<file path="config.mk">
export PLATFORM = sky130hd
export DESIGN_NAME = capcomp_timer
export DESIGN_NICKNAME = d
export VERILOG_FILES = /design/src/core/capcomp_pkg.sv /design/src/core/edge_sync.sv /design/src/core/capcomp_timer.sv
export SDC_FILE = /design/constraint.sdc
export NUM_CORES = 1
export LEC_CHECK = 0
export BUFFER_PORTS_ARGS = -buffer_cell sky130_fd_sc_hd__buf_2
export CORE_MARGIN = 2
export CORE_UTILIZATION = 35
export CTS_CLUSTER_DIAMETER = 120
export DETAILED_ROUTE_END_ITERATION = 8
export GPL_ROUTABILITY_DRIVEN = 1
export GPL_TIMING_DRIVEN = 0
export PLACE_DENSITY = 0.65
export SLEW_MARGIN = 20
export SYNTH_ARGS = -nofsm -noshare
export SYNTH_HDL_FRONTEND = slang
export SYNTH_HIERARCHICAL = 1
export SYNTH_SLANG_ARGS = --single-unit
</file>
<file path="constraint.sdc">
create_clock -name ref_clk -period 2 [get_ports ref_clk]
set_clock_uncertainty 0.2 [all_clocks]
set_input_delay 0 -clock ref_clk [delete_from_list [all_inputs] [get_ports ref_clk]]
set_output_delay 0 -clock ref_clk [all_outputs]
set_load 0.005 [all_outputs]
</file>
<file path="src/core/capcomp_pkg.sv">
// Purpose: Shared constants for the one-shot and pulse-width capture timer.
// Assumes: Avalon-MM slave with 32-bit data and word-aligned byte addresses.
// Notes: Register offsets are byte addresses; narrow registers sit low.
package capcomp_pkg;

  // ----------------------------------------------------------------
  // Register map
  // ----------------------------------------------------------------
  localparam logic [4:0] off_mode_ctl = 5'h00; // Mode and overflow flag.
  localparam logic [4:0] off_capcomp_ctl = 5'h04; // Capture source select.
  localparam logic [4:0] off_out_ctl = 5'h08; // Output control.
  localparam logic [4:0] off_count = 5'h0c; // Running count, read only.
  localparam logic [4:0] off_reg_a = 5'h10; // Capture/compare A.
  localparam logic [4:0] off_reg_b = 5'h14; // Capture/compare B.
  localparam logic [4:0] off_prescale = 5'h18; // Count clock divider.
  localparam logic [4:0] off_irq_status = 5'h1c; // Sticky events.
  // Mask shares the status layout; one more word past status.
  localparam logic [5:0] off_irq_mask = 6'h20;

  // ----------------------------------------------------------------
  // Field positions
  // ----------------------------------------------------------------
  localparam int pos_ovf = 0; // Overflow flag in the mode register.
  localparam int pos_mode_lo = 2; // Operating mode low bit.
  localparam int pos_mode_hi = 3; // Operating mode high bit.
  localparam int pos_sel_b = 0; // Register A capture from input B.
  localparam int pos_a_inv = 1; // Invert output on match A.
  localparam int pos_out_en = 0; // Output enable.
  localparam int pos_b_inv = 4; // Invert output on match B.
  localparam int pos_os_en = 5; // One-shot enable.
  localparam int pos_os_trig = 6; // One-shot software trigger.
  localparam int pos_irq_a = 0; // Status bit of match/capture A.
  localparam int pos_irq_b = 1; // Status bit of match/capture B.
  localparam int pos_irq_ovf = 2; // Status bit of overflow.

  // ----------------------------------------------------------------
  // Reset values and modes
  // ----------------------------------------------------------------
  localparam logic [7:0] rst_byte = 8'h00; // All control bytes.
  localparam logic [15:0] rst_word = 16'h0000; // Count and registers.
  localparam logic [15:0] count_max = 16'hffff; // Wrap point.
  localparam logic [7:0] rst_prescale = 8'h00; // Divide by one.

  typedef enum logic [1:0]
  {
    mode_stop = 2'b00,
    mode_free = 2'b01,
    mode_edge_clear = 2'b10,
    mode_match_clear = 2'b11
  } op_mode_t;

endpackage

</file>
<file path="src/core/edge_sync.sv">
// Purpose: Two-stage synchroniser with rise and fall detection for a pin.
// Assumes: Pin is asynchronous to ref_clk.
// Notes: The first stage is read only by the second stage.
module edge_sync
(
  input wire logic ref_clk,
  input wire logic reset_n,
  input wire logic pin,
  output logic rise,
  output logic fall
);

  // ----------------------------------------------------------------
  // Synchroniser and edge history
  // ----------------------------------------------------------------
  logic [2:0] sync_reg; // Stage 0, stage 1, previous stage 1.
  logic [2:0] sync_next; // Next value of the shift chain.

  // Shift the pin through the chain.
  always_comb
  begin
    sync_next = {sync_reg[1:0], pin};
  end

  // Register the chain; the first stage feeds only the second.
  always_ff @(posedge ref_clk or negedge reset_n)
  begin
    if (!reset_n)
    begin
      sync_reg <= 3'h0;
    end
    else
    begin
      sync_reg <= sync_next;
    end
  end

  // Edges compare the settled stage with its previous value.
  assign rise = sync_reg[1] & ~sync_reg[2];
  assign fall = ~sync_reg[1] & sync_reg[2];

endmodule

</file>
<file path="src/core/capcomp_timer.sv">
// Purpose: One channel of a 16-bit timer with one-shot compare output
//          and pulse-width capture from two trigger inputs.
// Assumes: Avalon-MM slave on ref_clk; trigger pins are asynchronous.
// Notes: The count clock is ref_clk divided by prescale + 1.
//
// How it works
// - Match A raises irq A in one-shot only; inverts output there, or with A invert set.
// - Match B raises irq B in one-shot only; inverts output there, or with B invert set.
// - Output active after M+1, lasts N-M clocks.
// - Free mode: input A captures B, B captures A.
// - Single input: opposite edge to A, valid to B.
// - Edge-clear mode: valid edge also clears counter.
// - Overflow sets flag; software clears by writing zero.
// - Opposite-edge capture into A raises no irq.
// - A captures from input A or B; B from A.
// - Counter read returns count without disturbing it.
// - One-shot works in modes 01 and 10 only.
// - Soft trigger or valid edge restarts one pulse.
//
// Chosen here: the address map and register access over Avalon-MM.
module capcomp_timer
(
  input wire logic ref_clk,
  input wire logic reset_n,
  input wire logic [5:0] avs_address,
  input wire logic avs_read,
  input wire logic avs_write,
  input wire logic [31:0] avs_writedata,
  output logic [31:0] avs_readdata,
  output logic avs_waitrequest,
  input wire logic trigger_input_a,
  input wire logic trigger_input_b,
  output logic timer_output_pin,
  output logic match_irq_a,
  output logic match_irq_b,
  output logic irq
);

  // ----------------------------------------------------------------
  // Pin edges
  // ----------------------------------------------------------------
  logic a_rise; // Rising edge on input A.
  logic a_fall; // Falling edge on input A.
  logic b_rise; // Rising edge on input B.
  logic b_fall; // Falling edge on input B.

  edge_sync sync_a
  (
    .ref_clk(ref_clk),
    .reset_n(reset_n),
    .pin(trigger_input_a),
    .rise(a_rise),
    .fall(a_fall)
  );

  edge_sync sync_b
  (
    .ref_clk(ref_clk),
    .reset_n(reset_n),
    .pin(trigger_input_b),
    .rise(b_rise),
    .fall(b_fall)
  );

  // ----------------------------------------------------------------
  // State
  // ----------------------------------------------------------------
  logic [7:0] mode_control_reg, mode_control_next; // Mode and overflow.
  logic [7:0] capcomp_control_reg, capcomp_control_next; // Capture select.
  logic [7:0] output_control_reg, output_control_next; // Output control.
  logic [7:0] prescaler_mode_reg, prescaler_mode_next; // Divider.
  logic [7:0] presc_cnt_reg, presc_cnt_next; // Divider count.
  logic [15:0] count_register, count_next; // Running count.
  logic [15:0] capcomp_reg_a, capcomp_a_next; // Register A.
  logic [15:0] capcomp_reg_b, capcomp_b_next; // Register B.
  logic [2:0] irq_status_reg, irq_status_next; // Sticky events.
  logic [2:0] irq_mask_reg, irq_mask_next; // Interrupt mask.
  logic out_level_reg, out_level_next; // Timer output level.
  logic os_run_reg, os_run_next; // One-shot counting window.
  logic irq_a_reg, irq_a_next; // Match/capture A pulse.
  logic irq_b_reg, irq_b_next; // Match/capture B pulse.
  logic irq_reg, irq_next; // Combined interrupt level.
  logic [31:0] rdata_reg, rdata_next; // Read data.
  logic wait_reg, wait_next; // Waitrequest.

  // ----------------------------------------------------------------
  // Decoded controls
  // ----------------------------------------------------------------
  capcomp_pkg::op_mode_t mode; // Current operating mode.
  logic tick; // One count clock.
  logic a_valid; // Valid edge on input A, either rise or fall.
  logic a_opp; // Edge opposite to the valid one on input A.
  logic b_valid; // Valid edge on input B.
  logic os_on; // One-shot allowed in this mode.
  logic os_trig; // One-shot trigger this cycle.
  logic match_a; // Counter equals register A on a tick.
  logic match_b; // Counter equals register B on a tick.
  logic wrap; // Counter wraps on this tick.
  logic take; // Bus access taken this cycle.

  assign mode = capcomp_pkg::op_mode_t'(
    mode_control_reg[capcomp_pkg::pos_mode_hi:capcomp_pkg::pos_mode_lo]);
  assign tick = (presc_cnt_reg == prescaler_mode_reg);
  // Both edges count as valid, which serves the two-input method.
  assign a_valid = a_rise | a_fall;
  // The opposite phase is the falling edge when both-edge detection
  // is not chosen; edge selection bits are outside this block, so
  // rising is the valid edge while the single-input select is set.
  assign a_opp = capcomp_control_reg[2] & a_fall;
  assign b_valid = b_rise | b_fall;
  assign os_on = output_control_reg[capcomp_pkg::pos_os_en] &&
    (mode == capcomp_pkg::mode_free ||
     mode == capcomp_pkg::mode_edge_clear);
  assign match_a = tick && (count_register == capcomp_reg_a);
  assign match_b = tick && (count_register == capcomp_reg_b);
  assign wrap = tick && (mode != capcomp_pkg::mode_stop) &&
    (count_register == capcomp_pkg::count_max);
  assign take = (avs_read | avs_write) & wait_reg;

  // Returns true when the taken write hits the given offset.
  function automatic logic wr_hit(input logic [5:0] off);
    wr_hit = take && avs_write && (avs_address == off);
  endfunction

  // ----------------------------------------------------------------
  // Next-state logic
  // ----------------------------------------------------------------
  // One process computes every next value so that hardware sets and
  // software clears can be ordered plainly: the set is applied last.
  always_comb
  begin
    logic cap_a_valid; // Capture into A on its valid trigger.
    logic cap_a_opp; // Capture into A on the opposite edge.
    logic cap_b; // Capture into B.
    logic a_sel_edge; // Valid input A edge in single-input use.
    logic ev_a; // Interrupt event A.
    logic ev_b; // Interrupt event B.
    cap_a_valid = 1'b0;
    cap_a_opp = 1'b0;
    cap_b = 1'b0;
    a_sel_edge = capcomp_control_reg[2] ? a_rise : a_valid;
    ev_a = 1'b0;
    ev_b = 1'b0;
    mode_control_next = mode_control_reg;
    capcomp_control_next = capcomp_control_reg;
    output_control_next = output_control_reg;
    prescaler_mode_next = prescaler_mode_reg;
    presc_cnt_next = tick ? 8'h00 : presc_cnt_reg + 8'h01;
    count_next = count_register;
    capcomp_a_next = capcomp_reg_a;
    capcomp_b_next = capcomp_reg_b;
    irq_status_next = irq_status_reg;
    irq_mask_next = irq_mask_reg;
    out_level_next = out_level_reg;
    os_run_next = os_run_reg;
    rdata_next = 32'h0;
    wait_next = 1'b1;

    // Software trigger bit reads back as zero; it only fires once.
    os_trig = os_on && (wr_hit(6'(capcomp_pkg::off_out_ctl)) &&
      avs_writedata[capcomp_pkg::pos_os_trig] ||
      a_sel_edge);

    // Counter runs on each tick outside stop; read does not touch it.
    if (mode == capcomp_pkg::mode_stop)
    begin
      count_next = capcomp_pkg::rst_word;
      os_run_next = 1'b0;
    end
    else if (tick)
    begin
      if (mode == capcomp_pkg::mode_match_clear && match_a)
        count_next = capcomp_pkg::rst_word;
      else
        count_next = count_register + 16'h0001;
    end

    // Captures, only when the register is not used for one-shot.
    if (!os_on && mode != capcomp_pkg::mode_stop)
    begin
      if (capcomp_control_reg[capcomp_pkg::pos_sel_b])
        cap_a_valid = b_valid;
      else
        cap_a_opp = a_opp;
      cap_b = a_sel_edge;
    end
    if (cap_a_valid || cap_a_opp)
      capcomp_a_next = count_register;
    if (cap_b)
      capcomp_b_next = count_register;
    // Edge-clear restarts the counter on the valid edge.
    if (mode == capcomp_pkg::mode_edge_clear && (cap_b || os_trig))
      count_next = capcomp_pkg::rst_word;
    if (os_trig)
    begin
      count_next = capcomp_pkg::rst_word;
      os_run_next = 1'b1;
    end

    // Compare events: in one-shot both matches toggle the output,
    // giving an active level from M+1 to N+1 after the trigger.
    if (os_on && os_run_reg)
    begin
      if (match_a)
      begin
        ev_a = 1'b1;
        out_level_next = ~out_level_next;
      end
      if (match_b)
      begin
        ev_b = 1'b1;
        out_level_next = ~out_level_next;
        os_run_next = 1'b0;
      end
    end
    else if (!os_on && mode != capcomp_pkg::mode_stop)
    begin
      ev_a = cap_a_valid;
      ev_b = cap_b;
      if (match_a && output_control_reg[capcomp_pkg::pos_a_inv])
        out_level_next = ~out_level_next;
      if (match_b && output_control_reg[capcomp_pkg::pos_b_inv])
        out_level_next = ~out_level_next;
    end

    // Bus access: answered one cycle after it is presented.
    if (take)
    begin
      wait_next = 1'b0;
      if (avs_read)
      begin
        case (avs_address)
          capcomp_pkg::off_mode_ctl: rdata_next[7:0] = mode_control_reg;
          capcomp_pkg::off_capcomp_ctl:
            rdata_next[7:0] = capcomp_control_reg;
          capcomp_pkg::off_out_ctl: rdata_next[7:0] = output_control_reg;
          capcomp_pkg::off_count: rdata_next[15:0] = count_register;
          capcomp_pkg::off_reg_a: rdata_next[15:0] = capcomp_reg_a;
          capcomp_pkg::off_reg_b: rdata_next[15:0] = capcomp_reg_b;
          capcomp_pkg::off_prescale: rdata_next[7:0] = prescaler_mode_reg;
          capcomp_pkg::off_irq_status:
          begin
            rdata_next[2:0] = irq_status_reg;
            irq_status_next = 3'h0;
          end
          capcomp_pkg::off_irq_mask: rdata_next[2:0] = irq_mask_reg;
          default: rdata_next = 32'h0;
        endcase
      end
      else
      begin
        case (avs_address)
          capcomp_pkg::off_mode_ctl:
            mode_control_next = avs_writedata[7:0];
          capcomp_pkg::off_capcomp_ctl:
            capcomp_control_next = avs_writedata[7:0];
          capcomp_pkg::off_out_ctl:
            output_control_next = {1'b0, avs_writedata[6:0] &
              7'h3f};
          capcomp_pkg::off_reg_a: capcomp_a_next = avs_writedata[15:0];
          capcomp_pkg::off_reg_b: capcomp_b_next = avs_writedata[15:0];
          capcomp_pkg::off_prescale:
            prescaler_mode_next = avs_writedata[7:0];
          capcomp_pkg::off_irq_mask: irq_mask_next = avs_writedata[2:0];
          default: wait_next = 1'b0;
        endcase
      end
    end

    // Hardware sets win over software clears in the same cycle.
    if (wrap)
    begin
      mode_control_next[capcomp_pkg::pos_ovf] = 1'b1;
      irq_status_next[capcomp_pkg::pos_irq_ovf] = 1'b1;
    end
    if (ev_a)
      irq_status_next[capcomp_pkg::pos_irq_a] = 1'b1;
    if (ev_b)
      irq_status_next[capcomp_pkg::pos_irq_b] = 1'b1;
    irq_a_next = ev_a;
    irq_b_next = ev_b;
    irq_next = |(irq_status_next & ~irq_mask_next);
  end

  // ----------------------------------------------------------------
  // Registers
  // ----------------------------------------------------------------
  // Every state element takes a constant under reset.
  always_ff @(posedge ref_clk or negedge reset_n)
  begin
    if (!reset_n)
    begin
      mode_control_reg <= capcomp_pkg::rst_byte;
      capcomp_control_reg <= capcomp_pkg::rst_byte;
      output_control_reg <= capcomp_pkg::rst_byte;
      prescaler_mode_reg <= capcomp_pkg::rst_prescale;
      presc_cnt_reg <= 8'h00;
      count_register <= capcomp_pkg::rst_word;
      capcomp_reg_a <= capcomp_pkg::rst_word;
      capcomp_reg_b <= capcomp_pkg::rst_word;
      irq_status_reg <= 3'h0;
      irq_mask_reg <= 3'h7;
      out_level_reg <= 1'b0;
      os_run_reg <= 1'b0;
      irq_a_reg <= 1'b0;
      irq_b_reg <= 1'b0;
      irq_reg <= 1'b0;
      rdata_reg <= 32'h0;
      wait_reg <= 1'b1;
    end
    else
    begin
      mode_control_reg <= mode_control_next;
      capcomp_control_reg <= capcomp_control_next;
      output_control_reg <= output_control_next;
      prescaler_mode_reg <= prescaler_mode_next;
      presc_cnt_reg <= presc_cnt_next;
      count_register <= count_next;
      capcomp_reg_a <= capcomp_a_next;
      capcomp_reg_b <= capcomp_b_next;
      irq_status_reg <= irq_status_next;
      irq_mask_reg <= irq_mask_next;
      out_level_reg <= out_level_next;
      os_run_reg <= os_run_next;
      irq_a_reg <= irq_a_next;
      irq_b_reg <= irq_b_next;
      irq_reg <= irq_next;
      rdata_reg <= rdata_next;
      wait_reg <= wait_next;
    end
  end

  // ----------------------------------------------------------------
  // Outputs
  // ----------------------------------------------------------------
  // The pin shows the level directly; the output enable bit does not gate it.
  assign timer_output_pin = out_level_reg;
  assign match_irq_a = irq_a_reg;
  assign match_irq_b = irq_b_reg;
  assign irq = irq_reg;
  assign avs_readdata = rdata_reg;
  assign avs_waitrequest = wait_reg;

endmodule

</file>
==> impl_metrics.yaml <==
run_status:
  status: "finished with violations"
  violations: "setup timing"
synth:
  avgSynthCellArea_um2: 10.45
  yosysWarnings: 6
  synthFlopType: "dfrtp_1"
  synth_cell_type_count: 64
  postSynthCellCount: 626
  ys_seq_area_share_pct: 45.97
  synth_edf_count: 0
  netlist_area_mm2: 0.006543
  synth_seq_cells: 120
  ys_async_sr_fraction_pct: 100.0
place:
  globalplace.congestion: 0.8949
  place_hpwl_mm: 12.78
  dpl_cell_area_mm2: 0.007194
  io_buffers: 46
  pre_cts_slack_ps: -533.3
die:
  die_area_mm2: 0.01980
  floorplan.initialDensity_pct: 35.33
  die_h_um: 140.7
  rows: 50
  die_width_um: 140.7
  ios: 81
  core_mm2: 0.01852
cts:
  cts_tree: "done"
  clock_latency_ps: 430
  cts.path.max_buffers: 2
  clk_pin_slew_ps: 60
  cts_inserted_buffers: 17
  htreeDepth: 4
  cts_root_buf: "clkbuf_16"
  clock-sinks: 120
critical_path:
  r2r-start: "count_register[5]"
  rr_endpoint: "count_register[15]"
  reg2reg_slack_ps: -390
  worstPathRequired_ps: 2150
  r2r_cells: 7
  critPathBufInv: 2
  max_stage_delay_ps: 550
  worstPathArrival_ps: 2540
  cpMaxStageDelayCell: "or4_4"
  cp_top_family: "simple AND/OR/NAND/NOR gates"
  path_class: "reg2reg"
  crit_path_end_kind: "register"
  cp_cell_sequence: "buf_6 -> buf_8 -> nand4_1 -> nor4_4 -> nand3_2 -> or4_4 -> a31oi_4"
  start_kind: "register"
  crit_fanout: 6
routing:
  antenna_left: 0
  vias_per_cell: 5.494
  first_pass_iters: 6
  wl_mm: 20.57
  detailedRoute.firstIterationViolations: 509
  drc: 0
  wire_per_inst_um: 19.78
  vias: 5714
sta:
  final_hold_viol_count: 0
  fin_crit_ps: 2388
  clock.fmax_mhz: 418.8
  grt_setup_unrepaired: "yes"
  maxSlewHeadroom_pct: 50.66
  slew_violations: 0
  finalCritPeriodShare_pct: 119.4
  tightest_slew_ps: 735.2
  setup_viol: 34
  layout_setup_ws_ps: -387.6
finish:
  syn_to_final_growth_pct: 41.42
  fin_area_mm2: 0.009253
  layout.nets: 842
  diodes: 0
  layout-drive-gt1-share_pct: 36.35
  multi_input_area_mm2: 0.003706
  utilization_pct: 49.97
  fillCellCount: 1588
  register_area_mm2: 0.003009
hold_path:
  worstHoldStart: "trigger_input_a"
  whs_endpoint: "sync_a/sync_reg[0]"
  hold_depth: 2
  hp-class: "in2reg"
power:
  powerDensity_mw_per_mm2: 868.2
  vdd_ir_drop_max_mv: 0.5144
  p_leak_nw: 4.224
global_route:
  grt_overflow: 0
  grt_first_pass_wirelength_mm: 31.43
  grt_pass1_vias: 5740
  grt_max_degree: 64
  track_usage_pct: 20.74
  antenna_found_initial: 0
job:
  drv_cap: 0
==> cell families (layout without fill, tap and decap cells) <==
kind of cell	count (synthesis)	after routing	share of synthesized area [%]
simple gates	189	190	15.53
flops	120	120	45.97
compound gates	118	118	11.57
mux	78	78	13.29
buf+inv	66	230	6.062
xor+xnor	49	49	6.560
fa+ha+maj	5	5	0.9562
other cells	1	16	0.05732
==> worst register-to-register path: cells and delay by family (launching register included) <==
kind | cells | cell delay, ps
simple gates | 4 | 1360
flops | 1 | 340
compound gates | 1 | 190
buf+inv | 2 | 230
==> Yosys cell counts (6+ instances only) <==
master,n,area share (%)
mux2i_1,43,6.6
inv_1,6,0.34
nor3_1,6,0.46
dfrtp_1,116,44
clkbuf_1,11,0.63
buf_6,7,1.2
nand2_1,67,3.8
nor2_1,33,1.9
a222oi_1,8,1.2
buf_4,18,2.1
mux2_2,16,2.8
nand3b_1,7,0.80
nand3_1,20,1.5
xnor2_1,17,2.3
a21oi_1,20,1.5
o21ai_0,47,3.6
and3_1,8,0.76
xor2_1,32,4.3
buf_2,23,1.8
nand4_1,12,1.1
mux2_1,15,2.6
==> metrics by stage <==
step	TNS (ps)	power [mW]	hold slack, ps	instances
2_1_floorplan	-117.3	4.002	-495.6	641
3_3_place_gp	-125490	4.431	-89.57	921
3_5_place_dp	-27320	4.463	-155.8	922
4_1_cts	-4807	7.769	9.084	1022
5_1_grt	-8764	8.362	23.78	1040
6_report	-6071	8.033	19.02	1040
==> layout make-up <==
| cell class | instances | share of cell area (%) |
|---|---|---|
| inverter | 6 | 0.2434 |
| buffer | 58 | 5.855 |
| clock buffer | 20 | 4.936 |
| timing repair buffer | 134 | 12.37 |
| sequential | 120 | 32.52 |
| clock inverter | 12 | 0.8519 |
| tap | 234 | 3.164 |
| multi-input combinational | 456 | 40.05 |
==> power by group <==
part           switching (mW)  internal, mW  leakage (nW)
Sequential              0.384          2.76          1.52
Combinational            1.04          1.06          2.45
Clock                    1.16          1.63         0.250
==> routing by layer <==
metal,share of wire [%],GRT usage [%]
met2,49,34.09
met3,6.0,4.789
met1,41,26.19
met4,3.2,9.158
met5,0,0
==> worst max path at each step <==
stage	from	to	slack [ps]	cells after the start
after floorplan	prescaler_mode_reg[7]	count_register[9]	-60	6
after global placement	reset_n	count_register[8]	-860	1
after detailed placement	count_register[10]	count_register[3]	-530	8
after CTS	count_register[1]	timer_output_pin	-320	8
after global routing	count_register[7]	count_register[14]	-440	9
final	count_register[5]	count_register[15]	-390	7
==> placed cells by master (no fill, tap or decap), drive strengths merged, types with 6 or more instances in the layout <==
cell	n
a21oi	22
a222oi	8
and3	8
buf	145
clkbuf	31
clkinv	6
clkinvlp	6
conb	16
dfrtp	116
dlygate4sd3	34
inv	6
mux2	31
mux2i	43
nand2	69
nand3	20
nand3b	7
nand4	13
nor2	33
nor3	7
nor4	9
o21ai	50
xnor2	17
xor2	32
==> repair_timing <==
item / 4_1_cts / 5_1_grt
cloned: 3 / 2
hold buffers: 36 / 0
setup buffers: 31 / 16
resized for setup: 107 / 70
pin swaps: 32 / 31
endpoints found under the setup margin: 86 / 80
endpoints found under the hold margin: 195 / 0
Power figures use the tool's default switching activity.
